$ cat src/hw/dmds_pkg.sv
// Constants for the two-channel monitor output selector and scaler.
// Assumes one clock domain and a plain register port with one-word registers.
`default_nettype none

package dmds_pkg;
  // ----------------------------------------------------------------------
  // Register map, byte addresses of 32-bit words
  // ----------------------------------------------------------------------
  localparam logic [7:0] DMDS_ADDR_SPEED_FS  = 8'h00;
  localparam logic [7:0] DMDS_ADDR_LOAD_V    = 8'h04;
  localparam logic [7:0] DMDS_ADDR_CH1_SEL   = 8'h08;
  localparam logic [7:0] DMDS_ADDR_CH2_SEL   = 8'h0C;
  localparam logic [7:0] DMDS_ADDR_CH1_GAIN  = 8'h10;
  localparam logic [7:0] DMDS_ADDR_CH2_GAIN  = 8'h14;
  localparam logic [7:0] DMDS_ADDR_SFW2      = 8'h18;
  localparam logic [7:0] DMDS_ADDR_STATUS    = 8'h1C;

  // Reset values
  localparam logic [15:0] DMDS_RST_PARAM     = 16'h0000;

  // Field positions
  localparam int DMDS_SFW2_SPECIAL_BIT       = 0;
  localparam int DMDS_SFW2_CHANGEOVER_BIT    = 2;
  localparam int DMDS_ST_CODE2_LSB           = 8;
  localparam int DMDS_ST_HIGH_BIT            = 16;
  localparam int DMDS_ST_LOW_BIT             = 17;
  localparam int DMDS_ST_SINGLE_BIT          = 18;

  // Data numbers
  localparam logic [15:0] DMDS_SEL_METER     = 16'h0000;
  localparam logic [15:0] DMDS_SEL_CUR_CMD   = 16'h0002;
  localparam logic [15:0] DMDS_SEL_CUR_FB    = 16'h0003;
  localparam logic [15:0] DMDS_SEL_SPEED_FB  = 16'h0004;
  localparam logic [15:0] DMDS_SEL_DROOP_LO  = 16'h0006;
  localparam logic [15:0] DMDS_SEL_DROOP_HI  = 16'h0007;
  localparam logic [15:0] DMDS_SEL_INCR_LO   = 16'h0008;
  localparam logic [15:0] DMDS_SEL_INCR_HI   = 16'h0009;
  localparam logic [15:0] DMDS_SEL_PCMD_LO   = 16'h000A;
  localparam logic [15:0] DMDS_SEL_PCMD_HI   = 16'h000B;
  localparam logic [15:0] DMDS_SEL_FBPOS_LO  = 16'h000C;
  localparam logic [15:0] DMDS_SEL_FBPOS_HI  = 16'h000D;
  localparam logic [15:0] DMDS_SEL_CTL_IN1   = 16'h0050;
  localparam logic [15:0] DMDS_SEL_CTL_OUT1  = 16'h0054;
  localparam logic [15:0] DMDS_SEL_CTL_SPAN  = 16'h0004;

  // Scaling figures
  localparam logic [16:0] DMDS_GAIN_UNITY    = 17'h00100;
  localparam int          DMDS_GAIN_SHIFT    = 8;
  localparam logic [7:0]  DMDS_CODE_MID      = 8'h80;
  localparam logic [7:0]  DMDS_CODE_FULL     = 8'hFF;
  localparam logic [7:0]  DMDS_CODE_ZERO     = 8'h00;
  localparam logic [3:0]  DMDS_LOAD_V_FULL   = 4'hA;
  // Load at 120 percent with 4096 per 100 percent, times 10 V
  localparam logic [31:0] DMDS_LOAD_DEN      = 32'h0000_BFFE;
  localparam logic [31:0] DMDS_METER_SPAN    = 32'h0000_00FF;
  localparam logic [2:0]  DMDS_DIV_TOP_BIT   = 3'h7;

  typedef enum logic [1:0] {DMDS_ST_START, DMDS_ST_DIV} dmds_state_type;
endpackage : dmds_pkg

`default_nettype wire

$ cat src/hw/dmds_top.sv
// Two-channel monitor output selector and scaler feeding an 8-bit converter.
// Assumes internal quantities arrive synchronous to clk; registers via plain port.
//
// Local design decisions: the strobed register port and the address map.
`default_nettype none

// Operation
// - speed meter full scale at set speed
// - zero setting uses maximum motor speed
// - load meter volts at 120 percent, default 10
// - channel 1 select zero gives speed meter
// - channel 2 select zero gives load meter
// - scale data by gain over 256
// - gain zero acts as 256
// - numbers 2,3,4 current and speed data
// - current 100 percent is thirty-minute rating
// - numbers 6,7 position droop halves
// - numbers 10,11 command, 8,9 increment
// - numbers 12,13 feedback position halves
// - signed curve except meters unipolar
// - high-coil set when special bit 0
// - low-coil set when bits 0 and 2
module dmds_top (
  input  wire logic                clk,
  input  wire logic                nrst,
  input  wire logic [7:0]          reg_addr,
  input  wire logic [31:0]         reg_wdata,
  input  wire logic                reg_wr,
  input  wire logic                reg_rd,
  output logic      [31:0]         reg_rdata,
  input  wire logic [15:0]         maximum_motor_speed,
  input  wire logic [15:0]         current_command,
  input  wire logic [15:0]         current_feedback,
  input  wire logic [15:0]         speed_feedback,
  input  wire logic [15:0]         motor_load,
  input  wire logic [31:0]         position_droop,
  input  wire logic [31:0]         position_increment,
  input  wire logic [31:0]         position_command,
  input  wire logic [31:0]         feedback_position,
  input  wire logic [3:0][15:0]    control_input_words,
  input  wire logic [3:0][15:0]    control_output_words,
  output logic      [7:0]          dac_code_ch1,
  output logic      [7:0]          dac_code_ch2,
  output logic                     high_coil_active,
  output logic                     low_coil_active,
  output logic                     single_coil_special
);
  import dmds_pkg::*;

  // ----------------------------------------------------------------------
  // Parameter registers
  // ----------------------------------------------------------------------
  logic [15:0]      speed_fs_r;
  logic [15:0]      load_v_r;
  logic [1:0][15:0] sel_r;
  logic [1:0][15:0] gain_r;
  logic [15:0]      sfw2_r;
  logic [31:0]      rdata_r;

  wire wr_speed = reg_wr && (reg_addr == DMDS_ADDR_SPEED_FS);
  wire wr_load  = reg_wr && (reg_addr == DMDS_ADDR_LOAD_V);
  wire wr_sel1  = reg_wr && (reg_addr == DMDS_ADDR_CH1_SEL);
  wire wr_sel2  = reg_wr && (reg_addr == DMDS_ADDR_CH2_SEL);
  wire wr_gain1 = reg_wr && (reg_addr == DMDS_ADDR_CH1_GAIN);
  wire wr_gain2 = reg_wr && (reg_addr == DMDS_ADDR_CH2_GAIN);
  wire wr_sfw2  = reg_wr && (reg_addr == DMDS_ADDR_SFW2);

  // Writes land whole; the meter logic tolerates out-of-range settings
  always_ff @(posedge clk or negedge nrst) begin
    if (!nrst) begin
      speed_fs_r <= DMDS_RST_PARAM;
      load_v_r   <= DMDS_RST_PARAM;
      sel_r      <= {2{DMDS_RST_PARAM}};
      gain_r     <= {2{DMDS_RST_PARAM}};
      sfw2_r     <= DMDS_RST_PARAM;
    end else begin
      if (wr_speed) speed_fs_r <= reg_wdata[15:0];
      if (wr_load)  load_v_r   <= reg_wdata[15:0];
      if (wr_sel1)  sel_r[0]   <= reg_wdata[15:0];
      if (wr_sel2)  sel_r[1]   <= reg_wdata[15:0];
      if (wr_gain1) gain_r[0]  <= reg_wdata[15:0];
      if (wr_gain2) gain_r[1]  <= reg_wdata[15:0];
      if (wr_sfw2)  sfw2_r     <= reg_wdata[15:0];
    end
  end

  // ----------------------------------------------------------------------
  // Coil parameter set selection
  // ----------------------------------------------------------------------
  // high set on special bit
  assign high_coil_active    = sfw2_r[DMDS_SFW2_SPECIAL_BIT];
  assign single_coil_special = sfw2_r[DMDS_SFW2_SPECIAL_BIT] &&
                               !sfw2_r[DMDS_SFW2_CHANGEOVER_BIT];
  assign low_coil_active     = sfw2_r[DMDS_SFW2_SPECIAL_BIT] &&
                               sfw2_r[DMDS_SFW2_CHANGEOVER_BIT];

  // ----------------------------------------------------------------------
  // Meter references
  // ----------------------------------------------------------------------
  // speed full scale from setting, top bit unused
  wire [15:0] fs_set   = {1'b0, speed_fs_r[14:0]};
  // zero falls back to maximum speed
  wire [15:0] eff_fs   = (fs_set == 16'h0000) ? maximum_motor_speed : fs_set;
  // zero or above range means 10 V
  wire        lv_def   = (load_v_r == 16'h0000) || (load_v_r > {12'h000, DMDS_LOAD_V_FULL});
  wire [3:0]  eff_lv   = lv_def ? DMDS_LOAD_V_FULL : load_v_r[3:0];
  // Speed meter is unipolar: magnitude of speed
  wire [15:0] abs_spd  = speed_feedback[15] ? 16'(-speed_feedback) : speed_feedback;
  wire [31:0] spd_num  = 32'(abs_spd) * DMDS_METER_SPAN;
  wire [31:0] load_num = 32'(motor_load) * 32'(eff_lv) * DMDS_METER_SPAN;

  // ----------------------------------------------------------------------
  // Shared meter divider, 8 quotient bits by restoring steps
  // ----------------------------------------------------------------------
  // One divider serves both meters in turn; each refresh takes about ten
  // cycles, far quicker than any meter needle or scope can follow.
  dmds_state_type st_r;
  logic        meter_r;               // 0 speed, 1 load
  logic [31:0] rem_r;
  logic [31:0] den_r;
  logic [31:0] num_lat_r;
  logic [2:0]  bit_r;
  logic [7:0]  quo_r;
  logic [7:0]  spd_code_r;
  logic [7:0]  load_code_r;

  wire [31:0] start_num = meter_r ? load_num : spd_num;
  wire [31:0] start_den = meter_r ? DMDS_LOAD_DEN : 32'(eff_fs);
  wire        start_sat = (start_den == 32'h0) || (start_num >= (start_den << DMDS_GAIN_SHIFT));
  wire [31:0] trial     = den_r << bit_r;
  wire        take      = rem_r >= trial;
  wire [7:0]  quo_step  = quo_r | (take ? (8'h01 << bit_r) : 8'h00);
  wire        div_last  = (st_r == DMDS_ST_DIV) && (bit_r == 3'h0);
  wire        sat_done  = (st_r == DMDS_ST_START) && start_sat;
  wire [7:0]  meter_res = sat_done ? DMDS_CODE_FULL : quo_step;
  wire        meter_upd = sat_done || div_last;

  // Divider sequencing
  always_ff @(posedge clk or negedge nrst) begin
    if (!nrst) begin
      st_r      <= DMDS_ST_START;
      meter_r   <= 1'b0;
      rem_r     <= 32'h0;
      den_r     <= 32'h0;
      num_lat_r <= 32'h0;
      bit_r     <= DMDS_DIV_TOP_BIT;
      quo_r     <= DMDS_CODE_ZERO;
    end else begin
      unique case (st_r)
        DMDS_ST_START: begin
          rem_r     <= start_num;
          den_r     <= start_den;
          num_lat_r <= start_num;
          bit_r     <= DMDS_DIV_TOP_BIT;
          quo_r     <= DMDS_CODE_ZERO;
          if (start_sat) meter_r <= !meter_r;
          else st_r <= DMDS_ST_DIV;
        end
        DMDS_ST_DIV: begin
          if (take) rem_r <= rem_r - trial;
          quo_r <= quo_step;
          bit_r <= bit_r - 3'h1;
          if (bit_r == 3'h0) begin
            st_r    <= DMDS_ST_START;
            meter_r <= !meter_r;
          end
        end
      endcase
    end
  end

  // meters keep their own unipolar result
  always_ff @(posedge clk or negedge nrst) begin
    if (!nrst) begin
      spd_code_r  <= DMDS_CODE_ZERO;
      load_code_r <= DMDS_CODE_ZERO;
    end else begin
      if (meter_upd && !meter_r) spd_code_r  <= meter_res;
      if (meter_upd && meter_r)  load_code_r <= meter_res;
    end
  end

  // ----------------------------------------------------------------------
  // Per-channel data selection and signed scaling
  // ----------------------------------------------------------------------
  logic [1:0][7:0]  code_r;
  logic [1:0][16:0] data_w;
  logic [1:0][16:0] gain_w;
  logic [1:0][33:0] scaled_w;
  logic [1:0][7:0]  lin_w;
  logic [1:0][7:0]  code_nxt;

  genvar c;
  generate
    for (c = 0; c < 2; c++) begin : g_ch
      wire [15:0] s       = sel_r[c];
      wire [15:0] in_idx  = s - DMDS_SEL_CTL_IN1;
      wire [15:0] out_idx = s - DMDS_SEL_CTL_OUT1;
      wire        is_in   = (s >= DMDS_SEL_CTL_IN1) && (in_idx < DMDS_SEL_CTL_SPAN);
      wire        is_out  = (s >= DMDS_SEL_CTL_OUT1) && (out_idx < DMDS_SEL_CTL_SPAN);
      // current and speed, current in 4096 per rated 100 percent
      // droop halves, command and increment, feedback halves
      // control words zero-extended so each bit keeps its weight
      // Unknown numbers show zero data, that is mid-scale.
      assign data_w[c] =
        (s == DMDS_SEL_CUR_CMD)  ? 17'(signed'(current_command))           :
        (s == DMDS_SEL_CUR_FB)   ? 17'(signed'(current_feedback))          :
        (s == DMDS_SEL_SPEED_FB) ? 17'(signed'(speed_feedback))            :
        (s == DMDS_SEL_DROOP_LO) ? 17'(signed'(position_droop[15:0]))      :
        (s == DMDS_SEL_DROOP_HI) ? 17'(signed'(position_droop[31:16]))     :
        (s == DMDS_SEL_INCR_LO)  ? 17'(signed'(position_increment[15:0]))  :
        (s == DMDS_SEL_INCR_HI)  ? 17'(signed'(position_increment[31:16])) :
        (s == DMDS_SEL_PCMD_LO)  ? 17'(signed'(position_command[15:0]))    :
        (s == DMDS_SEL_PCMD_HI)  ? 17'(signed'(position_command[31:16]))   :
        (s == DMDS_SEL_FBPOS_LO) ? 17'(signed'(feedback_position[15:0]))   :
        (s == DMDS_SEL_FBPOS_HI) ? 17'(signed'(feedback_position[31:16]))  :
        is_in  ? {1'b0, control_input_words[in_idx[1:0]]}                  :
        is_out ? {1'b0, control_output_words[out_idx[1:0]]}                :
        17'h0;
      assign gain_w[c] = (gain_r[c] == 16'h0000) ? DMDS_GAIN_UNITY
                                                 : 17'(signed'(gain_r[c]));
      // multiply then drop eight fraction bits
      assign scaled_w[c] = 34'($signed(data_w[c]) * $signed(gain_w[c])) >>> DMDS_GAIN_SHIFT;
      // offset binary around mid-scale, clamp to code range
      assign lin_w[c] =
        ($signed(scaled_w[c]) > $signed(34'sh7F))  ? DMDS_CODE_FULL :
        ($signed(scaled_w[c]) < -$signed(34'sh80)) ? DMDS_CODE_ZERO :
        (scaled_w[c][7:0] ^ DMDS_CODE_MID);
      assign code_nxt[c] = (s == DMDS_SEL_METER) ? ((c == 0) ? spd_code_r : load_code_r)
                                                 : lin_w[c];
    end
  endgenerate

  // Converter codes held in flops so the converter sees clean edges
  always_ff @(posedge clk or negedge nrst) begin
    if (!nrst) code_r <= {2{DMDS_CODE_ZERO}};
    else       code_r <= code_nxt;
  end

  assign dac_code_ch1 = code_r[0];
  assign dac_code_ch2 = code_r[1];

  // ----------------------------------------------------------------------
  // Read path
  // ----------------------------------------------------------------------
  logic [31:0] status_w;
  always_comb begin
    status_w = 32'h0;
    status_w[7:0] = code_r[0];
    status_w[DMDS_ST_CODE2_LSB +: 8] = code_r[1];
    status_w[DMDS_ST_HIGH_BIT]   = high_coil_active;
    status_w[DMDS_ST_LOW_BIT]    = low_coil_active;
    status_w[DMDS_ST_SINGLE_BIT] = single_coil_special;
  end

  // Unmapped addresses read as zero
  wire [31:0] rd_mux =
    (reg_addr == DMDS_ADDR_SPEED_FS) ? {16'h0, speed_fs_r} :
    (reg_addr == DMDS_ADDR_LOAD_V)   ? {16'h0, load_v_r}   :
    (reg_addr == DMDS_ADDR_CH1_SEL)  ? {16'h0, sel_r[0]}   :
    (reg_addr == DMDS_ADDR_CH2_SEL)  ? {16'h0, sel_r[1]}   :
    (reg_addr == DMDS_ADDR_CH1_GAIN) ? {16'h0, gain_r[0]}  :
    (reg_addr == DMDS_ADDR_CH2_GAIN) ? {16'h0, gain_r[1]}  :
    (reg_addr == DMDS_ADDR_SFW2)     ? {16'h0, sfw2_r}     :
    (reg_addr == DMDS_ADDR_STATUS)   ? status_w            :
    32'h0;

  // Data stand only in the cycle after the read strobe
  always_ff @(posedge clk or negedge nrst) begin
    if (!nrst) rdata_r <= 32'h0;
    else       rdata_r <= reg_rd ? rd_mux : 32'h0;
  end
  assign reg_rdata = rdata_r;
endmodule // dmds_top

`default_nettype wire

$ cat config.mk
export PLATFORM = sky130hd
export DESIGN_NAME = dmds_top
export DESIGN_NICKNAME = d
export VERILOG_FILES = /design/src/hw/dmds_pkg.sv /design/src/hw/dmds_top.sv
export SDC_FILE = /design/constraint.sdc
export NUM_CORES = 2
export LEC_CHECK = 0
export ABC_AREA = 1
export BUFFER_PORTS_ARGS = -buffer_cell sky130_fd_sc_hd__buf_2
export CELL_PAD_IN_SITES_DETAIL_PLACEMENT = 2
export CELL_PAD_IN_SITES_GLOBAL_PLACEMENT = 2
export CORE_MARGIN = 10
export CORE_UTILIZATION = 37
export CTS_BUF_LIST = sky130_fd_sc_hd__clkbuf_4 sky130_fd_sc_hd__clkbuf_8
export CTS_CLUSTER_SIZE = 28
export DETAILED_ROUTE_END_ITERATION = 8
export PLACE_DENSITY = 0.92
export REMOVE_ABC_BUFFERS = 1
export SETUP_SLACK_MARGIN = 0.2
export SLEW_MARGIN = 20
export SYNTH_ARGS = -nofsm -noshare
export SYNTH_HDL_FRONTEND = slang
export SYNTH_SLANG_ARGS = --single-unit
$ cat constraint.sdc
create_clock -name clk -period 13.2 [get_ports clk]
set_clock_uncertainty 0.15 [all_clocks]
set_input_delay 2.64 -clock clk [delete_from_list [all_inputs] [get_ports clk]]
set_output_delay 2.64 -clock clk [all_outputs]
set_load 0.01 [all_outputs]
==> impl_metrics.env <==
export IMPL_status="finished, violations left"
export IMPL_violations="capacitance limit, slew limit, setup timing"
export IMPL_drive_above_1_share=0.116
export IMPL_synth_ff_type="dfrtp_1"
export IMPL_grt_overflow_total=0
export IMPL_clk_path_buf_depth=3
export IMPL_synth_top_cell_area_share=0.323
export IMPL_gp_congestion=0.949
export IMPL_clock_sinks=224
export IMPL_arrival_ns=16.18
export IMPL_core_sq_um=130000
export IMPL_yosysTopAreaCell="fa_1"
export IMPL_drt_iter0_drc=8976
export IMPL_insertion_delay_ns=0.85
export IMPL_place_area_sq_um=52500
export IMPL_synth_edff_count=0
export IMPL_drv_slew=14
export IMPL_nets=8248
export IMPL_multiInputGateArea_sq_um=37200
export IMPL_grt_max_degree=82
export IMPL_numPortBuffers=401
export IMPL_yosys_register_bits=224
export IMPL_area_delta_synth_final_pct=12.2
export IMPL_yosysWarnings=0
export IMPL_antenna_found_initial=96
export IMPL_fin_ws_ns=-2.55
export IMPL_end_kind="flop"
export IMPL_ioPinCount=431
export IMPL_hpwlAfterDp_mm=236
export IMPL_clkTransAtPathRegs_ns=0.09
export IMPL_die_area_sq_um=146000
export IMPL_drtPass1Iterations=9
export IMPL_critPathMostFrequentCell="nand2_1"
export IMPL_vias=60000
export IMPL_syn_avg_cell_area_sq_um=7.55
export IMPL_crit_fanout=17
export IMPL_hold_viol_final=0
export IMPL_worstSetupPathType="flop to flop"
export IMPL_async_flop_share=1.00
export IMPL_ff_latch_area_sq_um=5610
export IMPL_required_ns=13.63
export IMPL_post_drt_wl_per_cell_microns=44.1
export IMPL_die_w_microns=381
export IMPL_max_cap_viol_count=7
export IMPL_synth_cells=6404
export IMPL_grt_usage=0.454
export IMPL_rows=132
export IMPL_cts_root_buffer="clkbuf_8"
export IMPL_viasPerCell=6.97
export IMPL_clock_fmax_mhz=63.5
export IMPL_totalWireLength_mm=380
export IMPL_worst_path_max_delay_cell="o21ai_0"
export IMPL_route_detailed_drc=0
export IMPL_max_stage_delay_ns=1.37
export IMPL_layout_worst_path_cycle_share=1.19
export IMPL_fin_crit_ns=15.75
export IMPL_die_y_microns=381
export IMPL_yosysSeqAreaShare=0.116
export IMPL_slew_headroom=-0.780
export IMPL_cts_tree="built"
export IMPL_holdBufCountCts=0
export IMPL_yosys_top_cells_area="fa_1, dfrtp_1, inv_1, nand2_1, ha_1"
export IMPL_h_tree_depth=2
export IMPL_fill_cells=15000
export IMPL_setup_viol=27
export IMPL_grt_pass1_wl_mm=480
export IMPL_initial_utilization=0.373
export IMPL_max_slew_worst_pin_slew_ns=2.64
export IMPL_synthesis_area_sq_um=48300
export IMPL_ys_types=64
export IMPL_grt_pass1_vias=63700
export IMPL_numCtsBuffers=43
export IMPL_worstSetupStartpointType="flop"
export IMPL_hold_path_class="flop to flop"
export IMPL_ant_nets=0
export IMPL_final_cell_area_sq_um=54300
sequential cells by signal (all words and copies together), names as in the netlist, 16 cells and up:
signal,flops
gain_r,32
rem_r,32
speed_fs_r,16
sfw2_r,16
g_ch.s,32
den_r,16
reg_rdata,19
load_v_r,16
metrics by stage:
stage	instances	setup TNS (ns)	utilization	setup WS [ns]	hold slack, ns
global route	8579	-33.46	0.418	-1.99	0.382
finish	8618	-41.20	0.418	-2.55	0.370
CTS	8516	0	0.413	0.211	0.355
floorplan	6190	0	-	1.81	0.299
global placement	8436	0	0.405	0.484	0.316
detailed placement	8436	-6.48	0.405	-0.476	0.332
repair_timing:
action | 4_1_cts | 5_1_grt
setup endpoints to repair | 18 | 33
hold endpoints to repair | 0 | 0
resized for setup | 17 | 79
buffers inserted | 0 | 25
pin swaps | 0 | 10
cell families after synthesis:
| group | after synthesis | synth area share |
|---|---|---|
| DFF | 224 | 0.116 |
| xor gates and xnor gates | 121 | 0.0221 |
| AOI/OAI and AO/OA | 1068 | 0.134 |
| other | 1 | 0.0000776 |
| and+or+nand+nor | 2289 | 0.194 |
| adders and majority gates | 1100 | 0.406 |
| muxes | 10 | 0.00207 |
| buffers and inverters | 1591 | 0.125 |
critical path, delay by kind of cell (launching register included):
kind,cells,cell delay (ns)
adders and majority gates,9,5.23
AOI/OAI and AO/OA,10,4.64
and+or+nand+nor,19,4.34
buffers and inverters,5,0.63
DFF,1,0.49
final timing paths:
path,startpoint,end,slack (ns),cells past startpoint
min in group asynchronous,nrst,reg_rdata[7],1.73,1
max reg2reg,load_v_r[15],spd_code_r[2],-2.55,43
max,load_v_r[15],spd_code_r[2],-2.55,43
min reg2reg,quo_r[2],quo_r[2],0.37,2
min,quo_r[2],quo_r[2],0.37,2
max in group asynchronous,nrst,reg_rdata[16],9.54,2
routing by layer:
metal	up-vias	global-route usage	routed length, microns
li1	20900	-	-
met1	29300	0.450	114000
met2	6427	0.693	155000
met3	3296	0.206	58700
met4	78	0.448	51000
met5	-	0.0178	1880
placed cells by master (no fill, tap or decap), types with 182 or more instances in the layout:
| cell type | Yosys | layout |
|---|---|---|
| nand2_1 | 1183 | 1180 |
| fa_1 | 781 | 769 |
| dfrtp_1 | 221 | 221 |
| buf_2 | 9 | 400 |
| o21ai_0 | 292 | 275 |
| nand3_1 | 183 | 182 |
| inv_1 | 1332 | 1325 |
| ha_1 | 319 | 316 |
| a21oi_1 | 276 | 261 |
| nor2_1 | 715 | 709 |
cell usage after synthesis (all sizes together) (13+ instances only):
cell / number
a211oi: 28
a21oi: 277
a221oi: 35
a31oi: 27
buf: 38
clkbuf: 188
clkinv: 17
dfrtp: 221
fa: 781
ha: 319
inv: 1348
nand2: 1201
nand3: 187
nand3b: 19
nand4: 58
nor2: 727
nor3: 44
nor4: 19
o2111ai: 13
o211ai: 115
o21ai: 325
o21bai: 16
o221ai: 22
o22ai: 139
o311ai: 35
or2: 15
xnor2: 49
xor2: 72
area by class of cell:
cell class | instances | share of cell area
Multi-Input combinational cell | 4601 | 0.685
Sequential cell | 224 | 0.103
Inverter | 1365 | 0.0945
Timing Repair Buffer | 533 | 0.0562
Tap cell | 1742 | 0.0402
Clock buffer | 65 | 0.0151
Antenna cell | 73 | 0.00337
Clock inverter | 15 | 0.00201
Power is left out: the tool's default activity adds up to more than one toggle a clock period on the data nets, which glitch-free logic cannot reach.
